## src/core/ssp_cfg.svh

```systemverilog
// bit positions, mode codes and reset values of the synchronous serial port
// assumes an 8-bit software view of every control and status byte
`ifndef SSP_CFG_SVH
`define SSP_CFG_SVH

// port_control_one fields
`define SSP_CTL_OV_BIT     6
`define SSP_CTL_EN_BIT     5
`define SSP_CTL_MODE_MSB   3
`define SSP_CTL_MODE_LSB   0
`define SSP_CTL_RESET      8'h00

// mode field codes
`define SSP_MODE_MASTER    4'h8
`define SSP_MODE_SLV7      4'h6
`define SSP_MODE_SLV10     4'h7
`define SSP_MODE_SLV7_SP   4'he
`define SSP_MODE_SLV10_SP  4'hf
`define SSP_MODE_FW_MASTER 4'hb

// port_status_register fields
`define SSP_ST_BF_BIT      0
`define SSP_ST_UA_BIT      1
`define SSP_ST_RW_BIT      2
`define SSP_ST_START_BIT   3
`define SSP_ST_STOP_BIT    4
`define SSP_ST_DA_BIT      5

// peripheral_interrupt_register flag position
`define SSP_PIR_FLAG_BIT   3

// pin_direction_register bits of the two bus pins
`define SSP_DIR_SCL_BIT    3
`define SSP_DIR_SDA_BIT    4

// address handling and byte bit counts
`define SSP_ADDR_RESET     8'h00
`define SSP_TEN_HEADER     5'h1e
`define SSP_BITS_PER_BYTE  4'h8
`define SSP_TX_LAST_BIT    4'h7

`endif

```

## src/core/ssp_pkg.sv

```systemverilog
// types shared by the synchronous serial port modules
// assumes ssp_cfg.svh supplies the register constants; the state codes are set here
package ssp_pkg;

	typedef enum logic [2:0] {
		SSP_IDLE  = 3'b000,
		SSP_RECV  = 3'b001,
		SSP_ACK   = 3'b010,
		SSP_TXB   = 3'b011,
		SSP_TXACK = 3'b100
	} ssp_state_t;

	typedef struct packed {
		logic scl_m;
		logic scl_s;
		logic scl_d;
		logic sda_m;
		logic sda_s;
		logic sda_d;
	} ssp_sync_t;

	typedef struct packed {
		logic [8:0] cnt;
		logic       low;
	} ssp_baud_t;

	typedef struct packed {
		ssp_state_t st;
		logic [7:0] sr;
		logic [3:0] cnt;
		logic [7:0] ctl;
		logic [7:0] addr;
		logic [7:0] buf_q;
		logic [7:0] txsr;
		logic       bf;
		logic       ua;
		logic       ua_pend;
		logic       rw;
		logic       sbit;
		logic       pbit;
		logic       da;
		logic       pif;
		logic       ack_drv;
		logic       stretch;
		logic       is_addr;
		logic       tx;
		logic       ten_hi;
		logic       ten_ok;
		logic       mack;
	} ssp_core_t;

endpackage : ssp_pkg

```

## src/core/ssp_pin_if.sv

```systemverilog
// bus-level events carried from the pin synchroniser to the slave engine
// assumes both ends share clk_sys
`timescale 1ns/1ps
`default_nettype none

interface ssp_pin_if;
	logic scl_s;
	logic sda_s;
	logic scl_rise;
	logic scl_fall;
	logic start_det;
	logic stop_det;

	modport prod (output scl_s, sda_s, scl_rise, scl_fall, start_det, stop_det);
	modport cons (input  scl_s, sda_s, scl_rise, scl_fall, start_det, stop_det);
endinterface : ssp_pin_if

`default_nettype wire

```

## src/core/ssp_pin_sync.sv

```systemverilog
// two-flop synchroniser for SCL and SDA with edge and start/stop detection
// assumes the bus pins are asynchronous to clk_sys and idle high
`timescale 1ns/1ps
`default_nettype none

module ssp_pin_sync
	import ssp_pkg::*;
(
	input  wire logic clk_sys,
	input  wire logic rst_n,
	input  wire logic scl_in,
	input  wire logic sda_in,
	ssp_pin_if.prod   pin
);

	ssp_sync_t q;
	ssp_sync_t n;

	always_comb begin
		n       = q;
		n.scl_m = scl_in;
		n.scl_s = q.scl_m;
		n.scl_d = q.scl_s;
		n.sda_m = sda_in;
		n.sda_s = q.sda_m;
		n.sda_d = q.sda_s;
	end

	always_ff @(posedge clk_sys or negedge rst_n) begin
		if (!rst_n) begin
			q <= '1;
		end else begin
			q <= n;
		end
	end

	// only the second flops and their delayed copies feed the detectors
	assign pin.scl_s     = q.scl_s;
	assign pin.sda_s     = q.sda_s;
	assign pin.scl_rise  = q.scl_s & ~q.scl_d;
	assign pin.scl_fall  = ~q.scl_s & q.scl_d;
	assign pin.start_det = q.scl_s & q.scl_d & q.sda_d & ~q.sda_s;
	assign pin.stop_det  = q.scl_s & q.scl_d & ~q.sda_d & q.sda_s;

endmodule : ssp_pin_sync

`default_nettype wire

```

## src/core/ssp_baud.sv

```systemverilog
// master clock generator: one SCL period is 4 * (reload + 1) system clocks
// assumes clk_sys is the oscillator clock
`timescale 1ns/1ps
`default_nettype none

module ssp_baud
	import ssp_pkg::*;
(
	input  wire logic       clk_sys,
	input  wire logic       rst_n,
	input  wire logic       run,
	input  wire logic [7:0] reload,
	output logic            scl_low
);

	ssp_baud_t  q;
	ssp_baud_t  n;
	logic [8:0] half_last;

	// each half period lasts 2 * (reload + 1) clocks
	assign half_last = {reload, 1'b1};

	always_comb begin
		n = q;
		if (!run) begin
			n.cnt = 9'h000;
			n.low = 1'b0;
		end else if (q.cnt == half_last) begin
			n.cnt = 9'h000;
			n.low = ~q.low;
		end else begin
			n.cnt = q.cnt + 9'h001;
		end
	end

	always_ff @(posedge clk_sys or negedge rst_n) begin
		if (!rst_n) begin
			q <= '0;
		end else begin
			q <= n;
		end
	end

	assign scl_low = q.low;

endmodule : ssp_baud

`default_nettype wire

```

## src/core/ssp_slave.sv

```systemverilog
// synchronous serial port, I2C slave path with master clock generator
// assumes software strobes are one-cycle pulses on clk_sys and the bus
// has external pull-ups; pins are open drain (out fixed low, oe pulls)
`include "ssp_cfg.svh"
`timescale 1ns/1ps
`default_nettype none

module ssp_slave
	import ssp_pkg::*;
(
	input  wire logic       clk_sys,
	input  wire logic       rst_n,
	input  wire logic       scl_in,
	output logic            scl_out,
	output logic            scl_oe,
	input  wire logic       sda_in,
	output logic            sda_out,
	output logic            sda_oe,
	input  wire logic [7:0] pin_direction_register,
	input  wire logic       ctl_wr,
	input  wire logic [7:0] ctl_wdata,
	output logic [7:0]      port_control_one,
	input  wire logic       addr_wr,
	input  wire logic [7:0] addr_wdata,
	output logic [7:0]      address_reload_register,
	input  wire logic       buf_rd,
	input  wire logic       buf_wr,
	input  wire logic [7:0] buf_wdata,
	output logic [7:0]      receive_transmit_buffer,
	output logic [7:0]      port_status_register,
	input  wire logic       irq_clr,
	output logic            port_interrupt_flag,
	output logic [7:0]      peripheral_interrupt_register,
	input  wire logic       master_run
);

	ssp_core_t  q;
	ssp_core_t  n;
	ssp_pin_if  pin ();
	logic [3:0] mode;
	logic       en;
	logic       ov;
	logic       slave;
	logic       ten;
	logic       sp_mode;
	logic       master;
	logic       pins_ok;
	logic       m_low;

	// ------------------------------------------------------------------
	// pin sampling and master clock
	// ------------------------------------------------------------------
	ssp_pin_sync u_sync (
		.clk_sys (clk_sys),
		.rst_n   (rst_n),
		.scl_in  (scl_in),
		.sda_in  (sda_in),
		.pin     (pin)
	);

	ssp_baud u_baud (
		.clk_sys (clk_sys),
		.rst_n   (rst_n),
		.run     (master_run & master & pins_ok),
		.reload  (q.addr),
		.scl_low (m_low)
	);

	// ------------------------------------------------------------------
	// mode decode
	// ------------------------------------------------------------------
	assign mode    = q.ctl[`SSP_CTL_MODE_MSB:`SSP_CTL_MODE_LSB];
	assign en      = q.ctl[`SSP_CTL_EN_BIT];
	assign ov      = q.ctl[`SSP_CTL_OV_BIT];
	assign ten     = (mode == `SSP_MODE_SLV10) | (mode == `SSP_MODE_SLV10_SP);
	assign sp_mode = (mode == `SSP_MODE_SLV7_SP) | (mode == `SSP_MODE_SLV10_SP);
	assign slave   = ten | sp_mode | (mode == `SSP_MODE_SLV7);
	assign master  = (mode == `SSP_MODE_MASTER) | (mode == `SSP_MODE_FW_MASTER);
	// open drain only with both pins set as inputs
	assign pins_ok = en & (slave | master) & pin_direction_register[`SSP_DIR_SCL_BIT]
		& pin_direction_register[`SSP_DIR_SDA_BIT];

	// ------------------------------------------------------------------
	// slave engine
	// ------------------------------------------------------------------
	always_comb begin
		logic match;
		logic take;
		match = 1'b0;
		take  = 1'b0;
		n     = q;
		if (ctl_wr) begin
			n.ctl = ctl_wdata;
		end
		if (addr_wr) begin
			n.addr    = addr_wdata;
			n.ua      = 1'b0;
			n.stretch = 1'b0;
		end
		if (buf_wr) begin
			n.buf_q = buf_wdata;
		end
		if (buf_rd) begin
			n.bf = 1'b0;
		end
		if (irq_clr) begin
			n.pif = 1'b0;
		end
		if (!en || !slave) begin
			n.st      = SSP_IDLE;
			n.ack_drv = 1'b0;
			n.stretch = 1'b0;
			n.tx      = 1'b0;
			n.ten_hi  = 1'b0;
			n.ten_ok  = 1'b0;
		end else if (pin.start_det) begin
			n.st      = SSP_RECV;
			n.cnt     = 4'h0;
			n.is_addr = 1'b1;
			n.ack_drv = 1'b0;
			n.tx      = 1'b0;
			n.sbit    = 1'b1;
			n.pbit    = 1'b0;
			if (sp_mode) begin
				n.pif = 1'b1;
			end
		end else if (pin.stop_det) begin
			n.st      = SSP_IDLE;
			n.ack_drv = 1'b0;
			n.tx      = 1'b0;
			n.ten_hi  = 1'b0;
			n.ten_ok  = 1'b0;
			n.sbit    = 1'b0;
			n.pbit    = 1'b1;
			if (sp_mode) begin
				n.pif = 1'b1;
			end
		end else begin
			unique case (q.st)
				SSP_IDLE: begin
				end
				SSP_RECV: begin
					if (pin.scl_rise) begin
						n.sr  = {q.sr[6:0], pin.sda_s};
						n.cnt = q.cnt + 4'h1;
					end else if (pin.scl_fall && q.cnt == `SSP_BITS_PER_BYTE) begin
						if (!q.is_addr) begin
							match = 1'b1;
						end else if (!ten) begin
							match = (q.sr[7:1] == q.addr[7:1]);
							n.rw  = q.sr[0];
							n.tx  = q.sr[0];
						end else if (q.ten_hi && !q.ten_ok) begin
							match     = (q.sr == q.addr);
							n.ten_ok  = match;
							n.ua_pend = match;
						end else if (q.sr[7:3] == `SSP_TEN_HEADER && q.sr[2:1] == q.addr[2:1]) begin
							n.rw = q.sr[0];
							if (q.sr[0] && q.ten_ok) begin
								match = 1'b1;
								n.tx  = 1'b1;
							end else if (!q.sr[0]) begin
								// first byte must be a write
								match     = 1'b1;
								n.ten_hi  = 1'b1;
								n.ten_ok  = 1'b0;
								n.ua_pend = 1'b1;
							end
						end
						if (!match) begin
							n.st = SSP_IDLE;
						end else begin
							// full or overflow blocks ack and load
							take = ~q.bf & ~ov;
							if (!take && !q.is_addr) begin
								n.ctl[`SSP_CTL_OV_BIT] = 1'b1;
							end
							if (take) begin
								n.buf_q   = q.sr;
								n.bf      = 1'b1;
								n.ack_drv = 1'b1;
							end
							n.da = ~q.is_addr;
							n.st = SSP_ACK;
						end
					end
				end
				SSP_ACK: begin
					if (pin.scl_fall) begin
						n.pif     = 1'b1;
						n.ack_drv = 1'b0;
						n.cnt     = 4'h0;
						n.ua_pend = 1'b0;
						// hold SCL until the address is rewritten
						if (q.ua_pend) begin
							n.ua      = 1'b1;
							n.stretch = 1'b1;
						end
						if (q.tx && q.ack_drv) begin
							n.st   = SSP_TXB;
							n.txsr = q.buf_q;
						end else if (q.tx) begin
							n.st = SSP_IDLE;
						end else begin
							n.st      = SSP_RECV;
							n.is_addr = ten & ~q.ten_ok & q.ten_hi & ~q.ua_pend;
							if (q.ua_pend && !q.ten_ok) begin
								n.is_addr = 1'b1;
							end
						end
					end
				end
				SSP_TXB: begin
					if (pin.scl_fall) begin
						n.txsr = {q.txsr[6:0], 1'b1};
						n.cnt  = q.cnt + 4'h1;
						if (q.cnt == `SSP_TX_LAST_BIT) begin
							n.st   = SSP_TXACK;
							n.mack = 1'b0;
						end
					end
				end
				SSP_TXACK: begin
					if (pin.scl_rise) begin
						n.mack = ~pin.sda_s;
						if (pin.sda_s) begin
							n.st = SSP_IDLE;
							n.tx = 1'b0;
						end
					end else if (pin.scl_fall && q.mack) begin
						n.st   = SSP_TXB;
						n.txsr = q.buf_q;
						n.cnt  = 4'h0;
						n.pif  = 1'b1;
					end
				end
				default: begin
					n.st = SSP_IDLE;
				end
			endcase
		end
	end

	always_ff @(posedge clk_sys or negedge rst_n) begin
		if (!rst_n) begin
			q       <= '0;
			q.st    <= SSP_IDLE;
			q.ctl   <= `SSP_CTL_RESET;
			q.addr  <= `SSP_ADDR_RESET;
			q.txsr  <= 8'hff;
		end else begin
			q <= n;
		end
	end

	// ------------------------------------------------------------------
	// pins and software view
	// ------------------------------------------------------------------
	// open-drain drive
	assign sda_out = 1'b0;
	assign scl_out = 1'b0;
	assign sda_oe  = pins_ok & (q.ack_drv | (q.st == SSP_TXB & ~q.txsr[7]));
	assign scl_oe  = pins_ok & (q.stretch | m_low);

	assign port_control_one        = q.ctl;
	assign address_reload_register = q.addr;
	assign receive_transmit_buffer = q.buf_q;
	assign port_interrupt_flag     = q.pif;

	always_comb begin
		port_status_register                          = 8'h00;
		port_status_register[`SSP_ST_BF_BIT]          = q.bf;
		port_status_register[`SSP_ST_UA_BIT]          = q.ua;
		port_status_register[`SSP_ST_RW_BIT]          = q.rw;
		port_status_register[`SSP_ST_START_BIT]       = q.sbit;
		port_status_register[`SSP_ST_STOP_BIT]        = q.pbit;
		port_status_register[`SSP_ST_DA_BIT]          = q.da;
		peripheral_interrupt_register                 = 8'h00;
		peripheral_interrupt_register[`SSP_PIR_FLAG_BIT] = q.pif;
	end
endmodule : ssp_slave

`default_nettype wire

```

## config.mk

```make
export PLATFORM = sky130hd
export DESIGN_NAME = ssp_slave
export DESIGN_NICKNAME = d
export VERILOG_FILES = /design/src/core/ssp_pkg.sv /design/src/core/ssp_pin_if.sv /design/src/core/ssp_pin_sync.sv /design/src/core/ssp_baud.sv /design/src/core/ssp_slave.sv
export VERILOG_INCLUDE_DIRS = /design/src /design/src/core
export SDC_FILE = /design/constraint.sdc
export NUM_CORES = 1
export LEC_CHECK = 0
export ABC_CLOCK_PERIOD_IN_PS = 6400
export BUFFER_PORTS_ARGS = -buffer_cell sky130_fd_sc_hd__buf_4
export CAP_MARGIN = 20
export CORE_MARGIN = 3
export CORE_UTILIZATION = 60
export CTS_CLUSTER_SIZE = 30
export DETAILED_ROUTE_END_ITERATION = 6
export GPL_ROUTABILITY_DRIVEN = 0
export PLACE_DENSITY_LB_ADDON = 0.15
export SKIP_CTS_REPAIR_TIMING = 1
export SLEW_MARGIN = 20
export SYNTH_ARGS = -nofsm -noshare
export SYNTH_HDL_FRONTEND = slang
export SYNTH_SLANG_ARGS = --single-unit
```

## constraint.sdc

```tcl
create_clock -name clk_sys -period 6.4 [get_ports clk_sys]
set_clock_uncertainty 0.2 [all_clocks]
set_input_delay 0.64 -clock clk_sys [delete_from_list [all_inputs] [get_ports clk_sys]]
set_output_delay 0.64 -clock clk_sys [all_outputs]
set_load 0.1 [all_outputs]
```

=== Yosys cells after proc, flatten, opt, wreduce, memory -nomap -nowiden ===
Cells that the tools add are included.
Widths: inputs -> output; s select.

* Reductions and logical operators: 44
* Bitwise operators: 42
* Muxes and demuxes: 148
* Equality and inequality tests: 65
* $add $sub $neg: 2

{| class="wikitable"
|+ Operator list
! kind !! number
|-
| $mux 8 || 11
|-
| $mux 3 || 27
|-
| $mux 1 || 67
|-
| $ne 5x5->1 const B || 9
|-
| $mux 2 || 21
|-
| $mux 20 || 2
|-
| $reduce_and 9->1 || 4
|-
| $mux 4 || 8
|-
| $ne 2x2->1 const B || 15
|-
| $ne 3x3->1 const B || 10
|-
| $mux 24 || 1
|-
| $ne 6x6->1 const B || 4
|-
| $pmux 8 s3 || 1
|-
| $eq 4x4->1 const B || 5
|-
| $and 1x1->1 || 19
|-
| $reduce_bool 3->1 || 6
|-
| $pmux 4 s4 || 1
|-
| $reduce_and 8->1 || 2
|-
| $not 1->1 || 15
|-
| $pmux 3 s5 || 1
|-
| $reduce_bool 5->1 || 3
|-
| $reduce_and 7->1 || 2
|-
| $eq 4x3->1 const B || 3
|-
| $reduce_and 12->1 || 1
|-
| other kinds (31) || 63
|}

* Bits of input ports: 42
* Logic and storage cells: 332
* Flip-flop bits (word level): 78
* Output and inout port bits: 45

=== Depth between registers and ports, before layout ===
Gate-level depths: netlist of the first run.

* Word-level depth: 22
* Gate-level depth with buffers: 9
* Gate-level depth less buffers: 7

=== By module ===
Synthesis of the first run repeated with hierarchy kept, for this count alone.

* Cell total of the unflattened synthesis: 452
* Area total of the unflattened synthesis: 4615.7 um^2

{| class="wikitable"
|+ Modules (own cells, without submodules)
! module !! instances !! area an instance (um^2) !! cells an instance
|-
| ssp_slave || 1 || 3893.7 || 390
|-
| ssp_baud || 1 || 531.8 || 52
|-
| ssp_pin_sync || 1 || 190.2 || 10
|}

=== Worst setup path before layout of the first run ===
Ideal clock, no wire load.

* Kind: register to output
* Start: register q[61] (netlist name)
* End: output sda_oe
* Setup slack: 3.165 ns
* Stages on the path, launching flop included: 8
* Arrival: 2.395 ns
* Cells stage by stage: dfrtp_1 > buf_2 > nor2b_1 > buf_2 > nand2_2 > nor2_1 > nor2_1 > nor2_1

* Word-level cells in the longest chain between the ends: 4

{| class="wikitable"
|+ RTL lines
! element !! RTL line !! text
|-
| from (decl) || ssp_slave.sv:37 || <nowiki>ssp_core_t q;</nowiki>
|-
| from (signal assigned) || ssp_slave.sv:252 || <nowiki>q <= n;</nowiki>
|-
| $eq 3x2->1 || ssp_slave.sv:262 || <nowiki>assign sda_oe = pins_ok & (q.ack_drv | (q.st == SSP_TXB & ~q.txsr[7]));</nowiki>
|-
| $and 1x1->1 || ssp_slave.sv:262 ||
|-
| $or 1x1->1 || ssp_slave.sv:262 ||
|-
| $and 1x1->1 || ssp_slave.sv:262 ||
|-
| to (decl) || ssp_slave.sv:18 || <nowiki>output logic sda_oe,</nowiki>
|}

Every way passes these cells.

=== Worst setup path after layout of the first run ===
* Start: register q[60] (netlist name)
* End: output sda_oe

The elaborated chain is that of the path after synthesis.

==> impl_results.md, run 1 <==
* Status: finished clean
* Largest family of logic cells by synthesized area: simple AND/OR/NAND/NOR gates
* Max Clock Freq at between 200 and 300 MHz
* Xor and xnor fraction of the mapped netlist area at 0.0511
* First-pass GRT wire length at 15.7 mm
* Post-synthesis compound-gate area fraction at 0.129
* Syn_area_per_cell at 10.0 sq um
* Final Setup Violations at 0
* Total CTS buffers at 9
* Routed length per placed instance at around 16 microns
* Crit-path max FO at 11
* Synth cell types at 66
* Ports at 87
* Vias per cell at 5.80
* HPWL Detailed at 6.60 mm
* #FFs+latches synth at 78
* Max_slew headroom at 0.364
* Most frequent cells in the layout: 69 x buf_4, 64 x dfrtp_1, 40 x nor2_1, 25 x nand2_1, 24 x mux2_2
* Largest net degree at the start of global routing at 79
* Maximum VDD drop at 0.159 mV
* Pre-CTS setup slack at 3.43 ns
* Routed Antenna Nets at 0
* Chip Width at 92.2 microns
* CP Class: register to primary output
* H-tree levels at 3
* Final hold violations at 0
* Clk_lat worst skew at ~0.35 ns
* Fillers at 564
* WL final at 9.46 mm
* Crit path DAT at about 2.6 ns
* RSZ-0062 raised after global routing: false
* Initial antenna violation count at 0
* Core box area at around 7000 sq um
* Synthesized area at ~4500 sq um
* Measured slew at the worst slew-check pin at 0.954 ns
* Layout cells sized above 1 at 0.305
* Gr ovfl total at 0
* Nets at 518
* Final WS setup at 2.99 ns
* Worst-case clock buffer depth at 2
* Worst endpoint required time at 5.56 ns
* Synth Area in Simple Gates at 0.162
* Synthesized instance count at 444
* Post-Route Utilization at 0.713
* Multiplexer share of the synthesized area at 0.106
* Vias in the first global route at 3216
* Root buffer cell: clkbuf_8
* Area grow syn2layout at 11.7%
* Register clock-pin slew on the reported worst setup and hold paths at 0.08 ns
* GRT Resource Usage Total at 0.234
* Drt first pass iters at 5
* Post-synth top flop: dfrtp_1
* Site row count at 30
* Dpl cell area at 4720 sq um
* Final Cell Area at 4970 sq um
* Input/output buffers at 69
* Die area at 8490 sq um
* Async set-reset flop share out of synthesis at 1.00
* Ys Warns at 0
* Sequential area share after synthesis at 0.442
* Hold crit path type: register to register
* PD cells at 259 nW/um^2
* Post-Synth Adder-Cell Area at 0.00843
* Starting Density at 0.638
* Tot Pwr at 1.29 mW
* Max-slew violation count at 0
* Drt drc at 0
* Antenna Cells at 0
* Final setup TNS at 0 ns
* Via count at between 3000 and 4000
* Crit start category: register
* EDFF count, synth at 0
* TritonCTS clock tree: yes
* Most common cell after layout, fill and taps aside: buf_4
* Final period utilization at 0.533
* Die Height at 92.2 microns
* Worst Setup End Kind: primary output
* CTS Sinks at 78
* Minimum clock period after layout at 3.41 ns
* Pleak at roughly 2.2 nW
* Detailed Route Iter0 Violations at 235
* Max-capacitance violation count at 0
per-stage QoR:
stage	hold slack, ns	instances
after floorplan	0.144	454
after global placement	0.146	558
after detailed placement	0.149	558
after CTS	0.163	574
after global routing	0.164	574
final	0.161	574
cell families (layout without fill, tap and decap cells):
family,after synthesis,in the layout
adder cells (fa/ha/maj),3,3
AO/OA/AOI/OAI,86,86
buffers and inverters,72,96
other,1,11
XOR/XNOR,26,26
multiplexers,44,44
flip-flops,78,78
AND/OR/NAND/NOR,134,134
layer usage:
metal  share of wire  routed length, microns  GRT usage  vias up
met4           0.011                     108     0.0668        0
met1            0.44                    4120      0.319     1620
li1                -                       -          -     1563
met3           0.064                     607     0.0427       11
met5               0                       0          0        -
met2            0.49                    4620      0.386      137
flip-flops by register name, summed over array words and instances, names as in the netlist, 2 cells and up:
signal                   cells
receive_transmit_buffer      8
port_control_one             8
u_baud.q                     9
u_sync.n                     2
q                           31
port_status_register         6
u_sync.q                     2
address_reload_register      8
report_power, final:
part | internal [mW] | total [mW] | switching (mW)
combinational | 0.0696 | 0.273 | 0.204
clock | 0.265 | 0.465 | 0.200
sequential | 0.516 | 0.548 | 0.0316
synthesized netlist by cell type, types with 8 or more instances:
cell / n / area (sq um)
xnor2_1: 9 / 78.8
nand2_1: 25 / 93.8
mux2i_1: 18 / 180
nand2b_1: 8 / 50.1
clkbuf_1: 9 / 33.8
buf_4: 43 / 323
dfrtp_1: 64 / 1600
nor3_1: 8 / 40.0
dfstp_2: 14 / 368
a21oi_1: 19 / 95.1
nor2_1: 40 / 150
o21ai_1: 11 / 55.1
xor2_1: 17 / 149
a21oi_2: 8 / 70.1
nand3_1: 11 / 55.1
mux2_2: 24 / 270
o21ai_0: 16 / 80.1
inv_1: 11 / 41.3
worst max-delay path, cell delays in order, from the launching register on:
cell	delay [ns]
dfrtp_1	0.46
nor2b_1	0.68
nand2_2	0.36
nor2_1	0.22
nor2_1	0.10
nor2_1	0.10
buf_4	0.30
path summary, 6_finish.rpt:
| kind | startpoint | end | slack (ns) | depth (start not counted) |
|---|---|---|---|---|
| max reg2reg | q[59] | receive_transmit_buffer[0] | 3.66 | 6 |
| min | u_sync.n[1] | u_sync.pin.sda_s | 0.16 | 0 |
| max in group asynchronous | rst_n | u_baud.q[3] | 5.16 | 1 |
| min in group asynchronous | rst_n | q[49] | 0.25 | 1 |
| max | q[60] | sda_oe | 2.99 | 6 |
| min reg2reg | u_sync.n[1] | u_sync.pin.sda_s | 0.16 | 0 |
layout make-up:
class | count | area, sq um | area share
inverter | 11 | 41.3 | 0.00830
clock inverter | 7 | 128 | 0.0257
sequential | 78 | 1970 | 0.396
clock buffer | 9 | 124 | 0.0249
timing repair buffer | 69 | 518 | 0.104
tap | 96 | 120 | 0.0241
multi-input combinational | 304 | 2070 | 0.417
Note: power is estimated with default switching activity, not from simulation.
==> inputs of run 2 (changes only) <==
--- a/config.mk
+++ b/config.mk
@@ -6,11 +6,11 @@
 export SDC_FILE = /design/constraint.sdc
 export NUM_CORES = 1
 export LEC_CHECK = 0
-export ABC_CLOCK_PERIOD_IN_PS = 6400
+export ABC_CLOCK_PERIOD_IN_PS = 3400
 export BUFFER_PORTS_ARGS = -buffer_cell sky130_fd_sc_hd__buf_4
 export CAP_MARGIN = 20
 export CORE_MARGIN = 3
-export CORE_UTILIZATION = 60
+export CORE_UTILIZATION = 56
 export CTS_CLUSTER_SIZE = 30
 export DETAILED_ROUTE_END_ITERATION = 6
 export GPL_ROUTABILITY_DRIVEN = 0
==> constraint.sdc (replaced) <==
create_clock -name clk_sys -period 3.4 [get_ports clk_sys]
set_clock_uncertainty 0.2 [all_clocks]
set_input_delay 0.34 -clock clk_sys [delete_from_list [all_inputs] [get_ports clk_sys]]
set_output_delay 0.34 -clock clk_sys [all_outputs]
set_load 0.1 [all_outputs]
==> run 2 against run 1 <==
Against the previous run:
- the flow now finishes with violations (negative hold slack)
- global-route usage is 1.2 points lower
- cell area grew 1.1%
- clock-buffer cell count stayed put
- via count down 1.2%
- hold slack got worse by 0.26 ns
- sequential power grew 88%
- critical path type is now register to register
- critical endpoint is now q[15]
- largest power group unchanged
==> impl_results.md, run 2 (same netlist as run 1, synthesis figures left out) <==
* Status: finished with violations
* Failing checks: negative hold slack
* Die area at 9060 sq um (+6.7%)
* Minimum clock period after layout at 2.51 ns
* Initial antenna violation count at 0 (unchanged)
* Crit path DAT at 2.58 ns (about the same)
* Global routing met3 resource utilization at 0.0545 (+0.0118)
* Final setup TNS at 0 ns (unchanged)
* Register clock-pin slew on the reported worst setup and hold paths at 0.09 ns (about the same)
* Measured slew at the worst slew-check pin at 0.954 ns (-0.000414 ns)
* Nets at 528 (+1.9%)
* Input/output buffers at 69 (unchanged)
* Antenna Cells at 0 (unchanged)
* Largest regs: q x31, u_baud.q x9
* Vias in the first global route at 3204 (-0.37%)
* Root buffer cell: clkbuf_8
* Max Clock Freq at ~400 MHz
* Worst endpoint required time at 3.47 ns (-2.09 ns)
* Pleak at 2.24 nW (+0.95%)
* Final hold violations at 64 (+64)
* Switching fraction of total power at 0.363 (+0.0245)
* Internal Power at 1.46 mW (+72%)
* Gr ovfl total at 0 (unchanged)
* Final Setup Violations at 0 (unchanged)
* GRT Resource Usage Total at 0.223 (-0.0117)
* Top Usage Layer GRT: met2
* TritonCTS clock tree: yes
* RSZ-0062 raised after global routing: false
* Chip Width at 95.2 microns (+3.3%)
* Maximum VDD drop at 0.284 mV (+79%)
* Max-slew violation count at 0 (unchanged)
* Site row count at 31 (+3.3%)
* Worst Hold Margin at -0.0979 ns (-0.259 ns)
* Die Height at 95.2 microns (+3.3%)
* Routed Antenna Nets at 0 (unchanged)
* Final Instance Count excl. Fillers at 587 (+2.3%)
* Ports at 87 (unchanged)
* Drt drc at 0 (unchanged)
* Vias per cell at 5.61 (-3.4%)
* Routed length per placed instance at 15.9 microns (-3.7%)
* Worst Setup End Kind: register
* CTS Sinks at 78 (unchanged)
* Clock Power Share at 0.325 (-0.037)
* Core box area at 7490 sq um (+7.2%)
* H-tree levels at 3 (unchanged)
* Worst-case clock buffer depth at 2 (unchanged)
* Layout cells sized above 1 at 0.305 (about the same)
* Drt first pass iters at 5 (unchanged)
* CP Class: register to register
* Sw power at 0.834 mW (+92%)
* Hold crit path type: primary input to asynchronous set/reset pin
* Post-Route Utilization at 0.672 (-0.0405)
* Largest register by flop count: q
* Starting Density at 0.595 (-0.0430)
* PD cells at 457 nW/um^2 (+77%)
* Crit start category: register
* Most common cell after layout, fill and taps aside: buf_4
* First-pass GRT wire length at 15.7 mm (-0.27%)
* Detailed Route Iter0 Violations at 194 (-17%)
* Clk_lat worst skew at 0.36 ns (about the same)
* Via count at 3291 (-1.2%)
* Met2 usage at 0.335 (-0.0504)
* Max_slew headroom at 0.364 (about the same)
* HPWL Detailed at 6.62 mm (+0.25%)
* WL final at 9.32 mm (-1.5%)
* Max reg flops at 31 (unchanged)
* Part of the power in registers at 0.448 (+0.022)
* Total CTS buffers at 9 (unchanged)
* Final period utilization at 0.738
* Max-capacitance violation count at 0 (unchanged)
* Most frequent cells in the layout: 72 x buf_4, 64 x dfrtp_1, 40 x nor2_1, 25 x nand2_1, 24 x mux2_2
* GRT met1 Usage at 0.319 (+0.000443)
* Logic gate share of total power at 0.227 (+0.014)
* Crit-path max FO at 16 (+5)
* Placed Cells at 564 (+1.1%)
* Area grow syn2layout at 12.9%
* Largest net degree at the start of global routing at 79 (unchanged)
-- run 2: cell types whose count changed in the layout (fill, tap and decap cells not counted), sizes merged --
cell,previous run,this run
dlygate4sd3,0,7
buf,69,72
bufinv,3,1
clkinvlp,0,2
clkinv,1,0
inv,14,15
-- run 2: critical path, cell delays in order (launching register included) --
cell and delay (ns):
dfstp_2 0.68, xnor2_1 0.20, nor2_1 0.15, nor2_1 0.36, nand3_1 0.51, o21ai_0 0.32
-- run 2: final timing paths --
path,slack [ns],end,depth (start not counted),start
max in group asynchronous,2.45,q[12],1,rst_n
min reg2reg,0.16,u_sync.pin.scl_s,0,u_sync.n[4]
min,-0.1,q[48],1,rst_n
max reg2reg,0.89,q[15],5,u_sync.pin.sda_s
min in group clk_sys,0.01,address_reload_register[1],2,addr_wdata[1]
max,0.89,q[15],5,u_sync.pin.sda_s
-- run 2: area by class of cell --
class                           instances  area [sq um]
Clock buffer                            9           124
Clock inverter                          7          87.6
Fill cell                             572          2450
Inverter                               11          41.3
Multi-Input combinational cell        304          2070
Sequential cell                        78          1970
Tap cell                               99           124
Timing Repair Buffer                   79           611
-- run 2: metal layers --
layer  part of all wire  vias to the layer above
met2               0.47                      133
met1               0.45                     1573
met4             0.0078                        0
met5                  0                        -
li1                   -                     1578
met3              0.072                        7
-- run 2: stage by stage --
| step | hold slack (ns) | setup slack, ns | total power [mW] | cell area, sq um |
|---|---|---|---|---|
| 3_3_place_gp | 0.147 | 1.00 | 1.56 | 4750 |
| 5_1_grt | 0.00000167 | 0.593 | 2.39 | 5030 |
| 3_5_place_dp | 0.151 | 0.913 | 1.57 | 4750 |
| 6_report | -0.0979 | 0.890 | 2.30 | 5030 |
| 2_1_floorplan | -0.156 | 0.465 | 1.48 | 4490 |
| 4_1_cts | -0.131 | 0.873 | 2.31 | 4960 |
-- run 2: power groups by stage --
| stage | Clock (mW) | Sequential [mW] | Combinational, mW |
|---|---|---|---|
| floorplan | 0 | 1.02 | 0.460 |
| global placement | 0 | 1.05 | 0.512 |
| detailed placement | 0 | 1.05 | 0.518 |
| CTS | 0.762 | 1.03 | 0.519 |
| global route | 0.801 | 1.04 | 0.551 |
| finish | 0.747 | 1.03 | 0.522 |
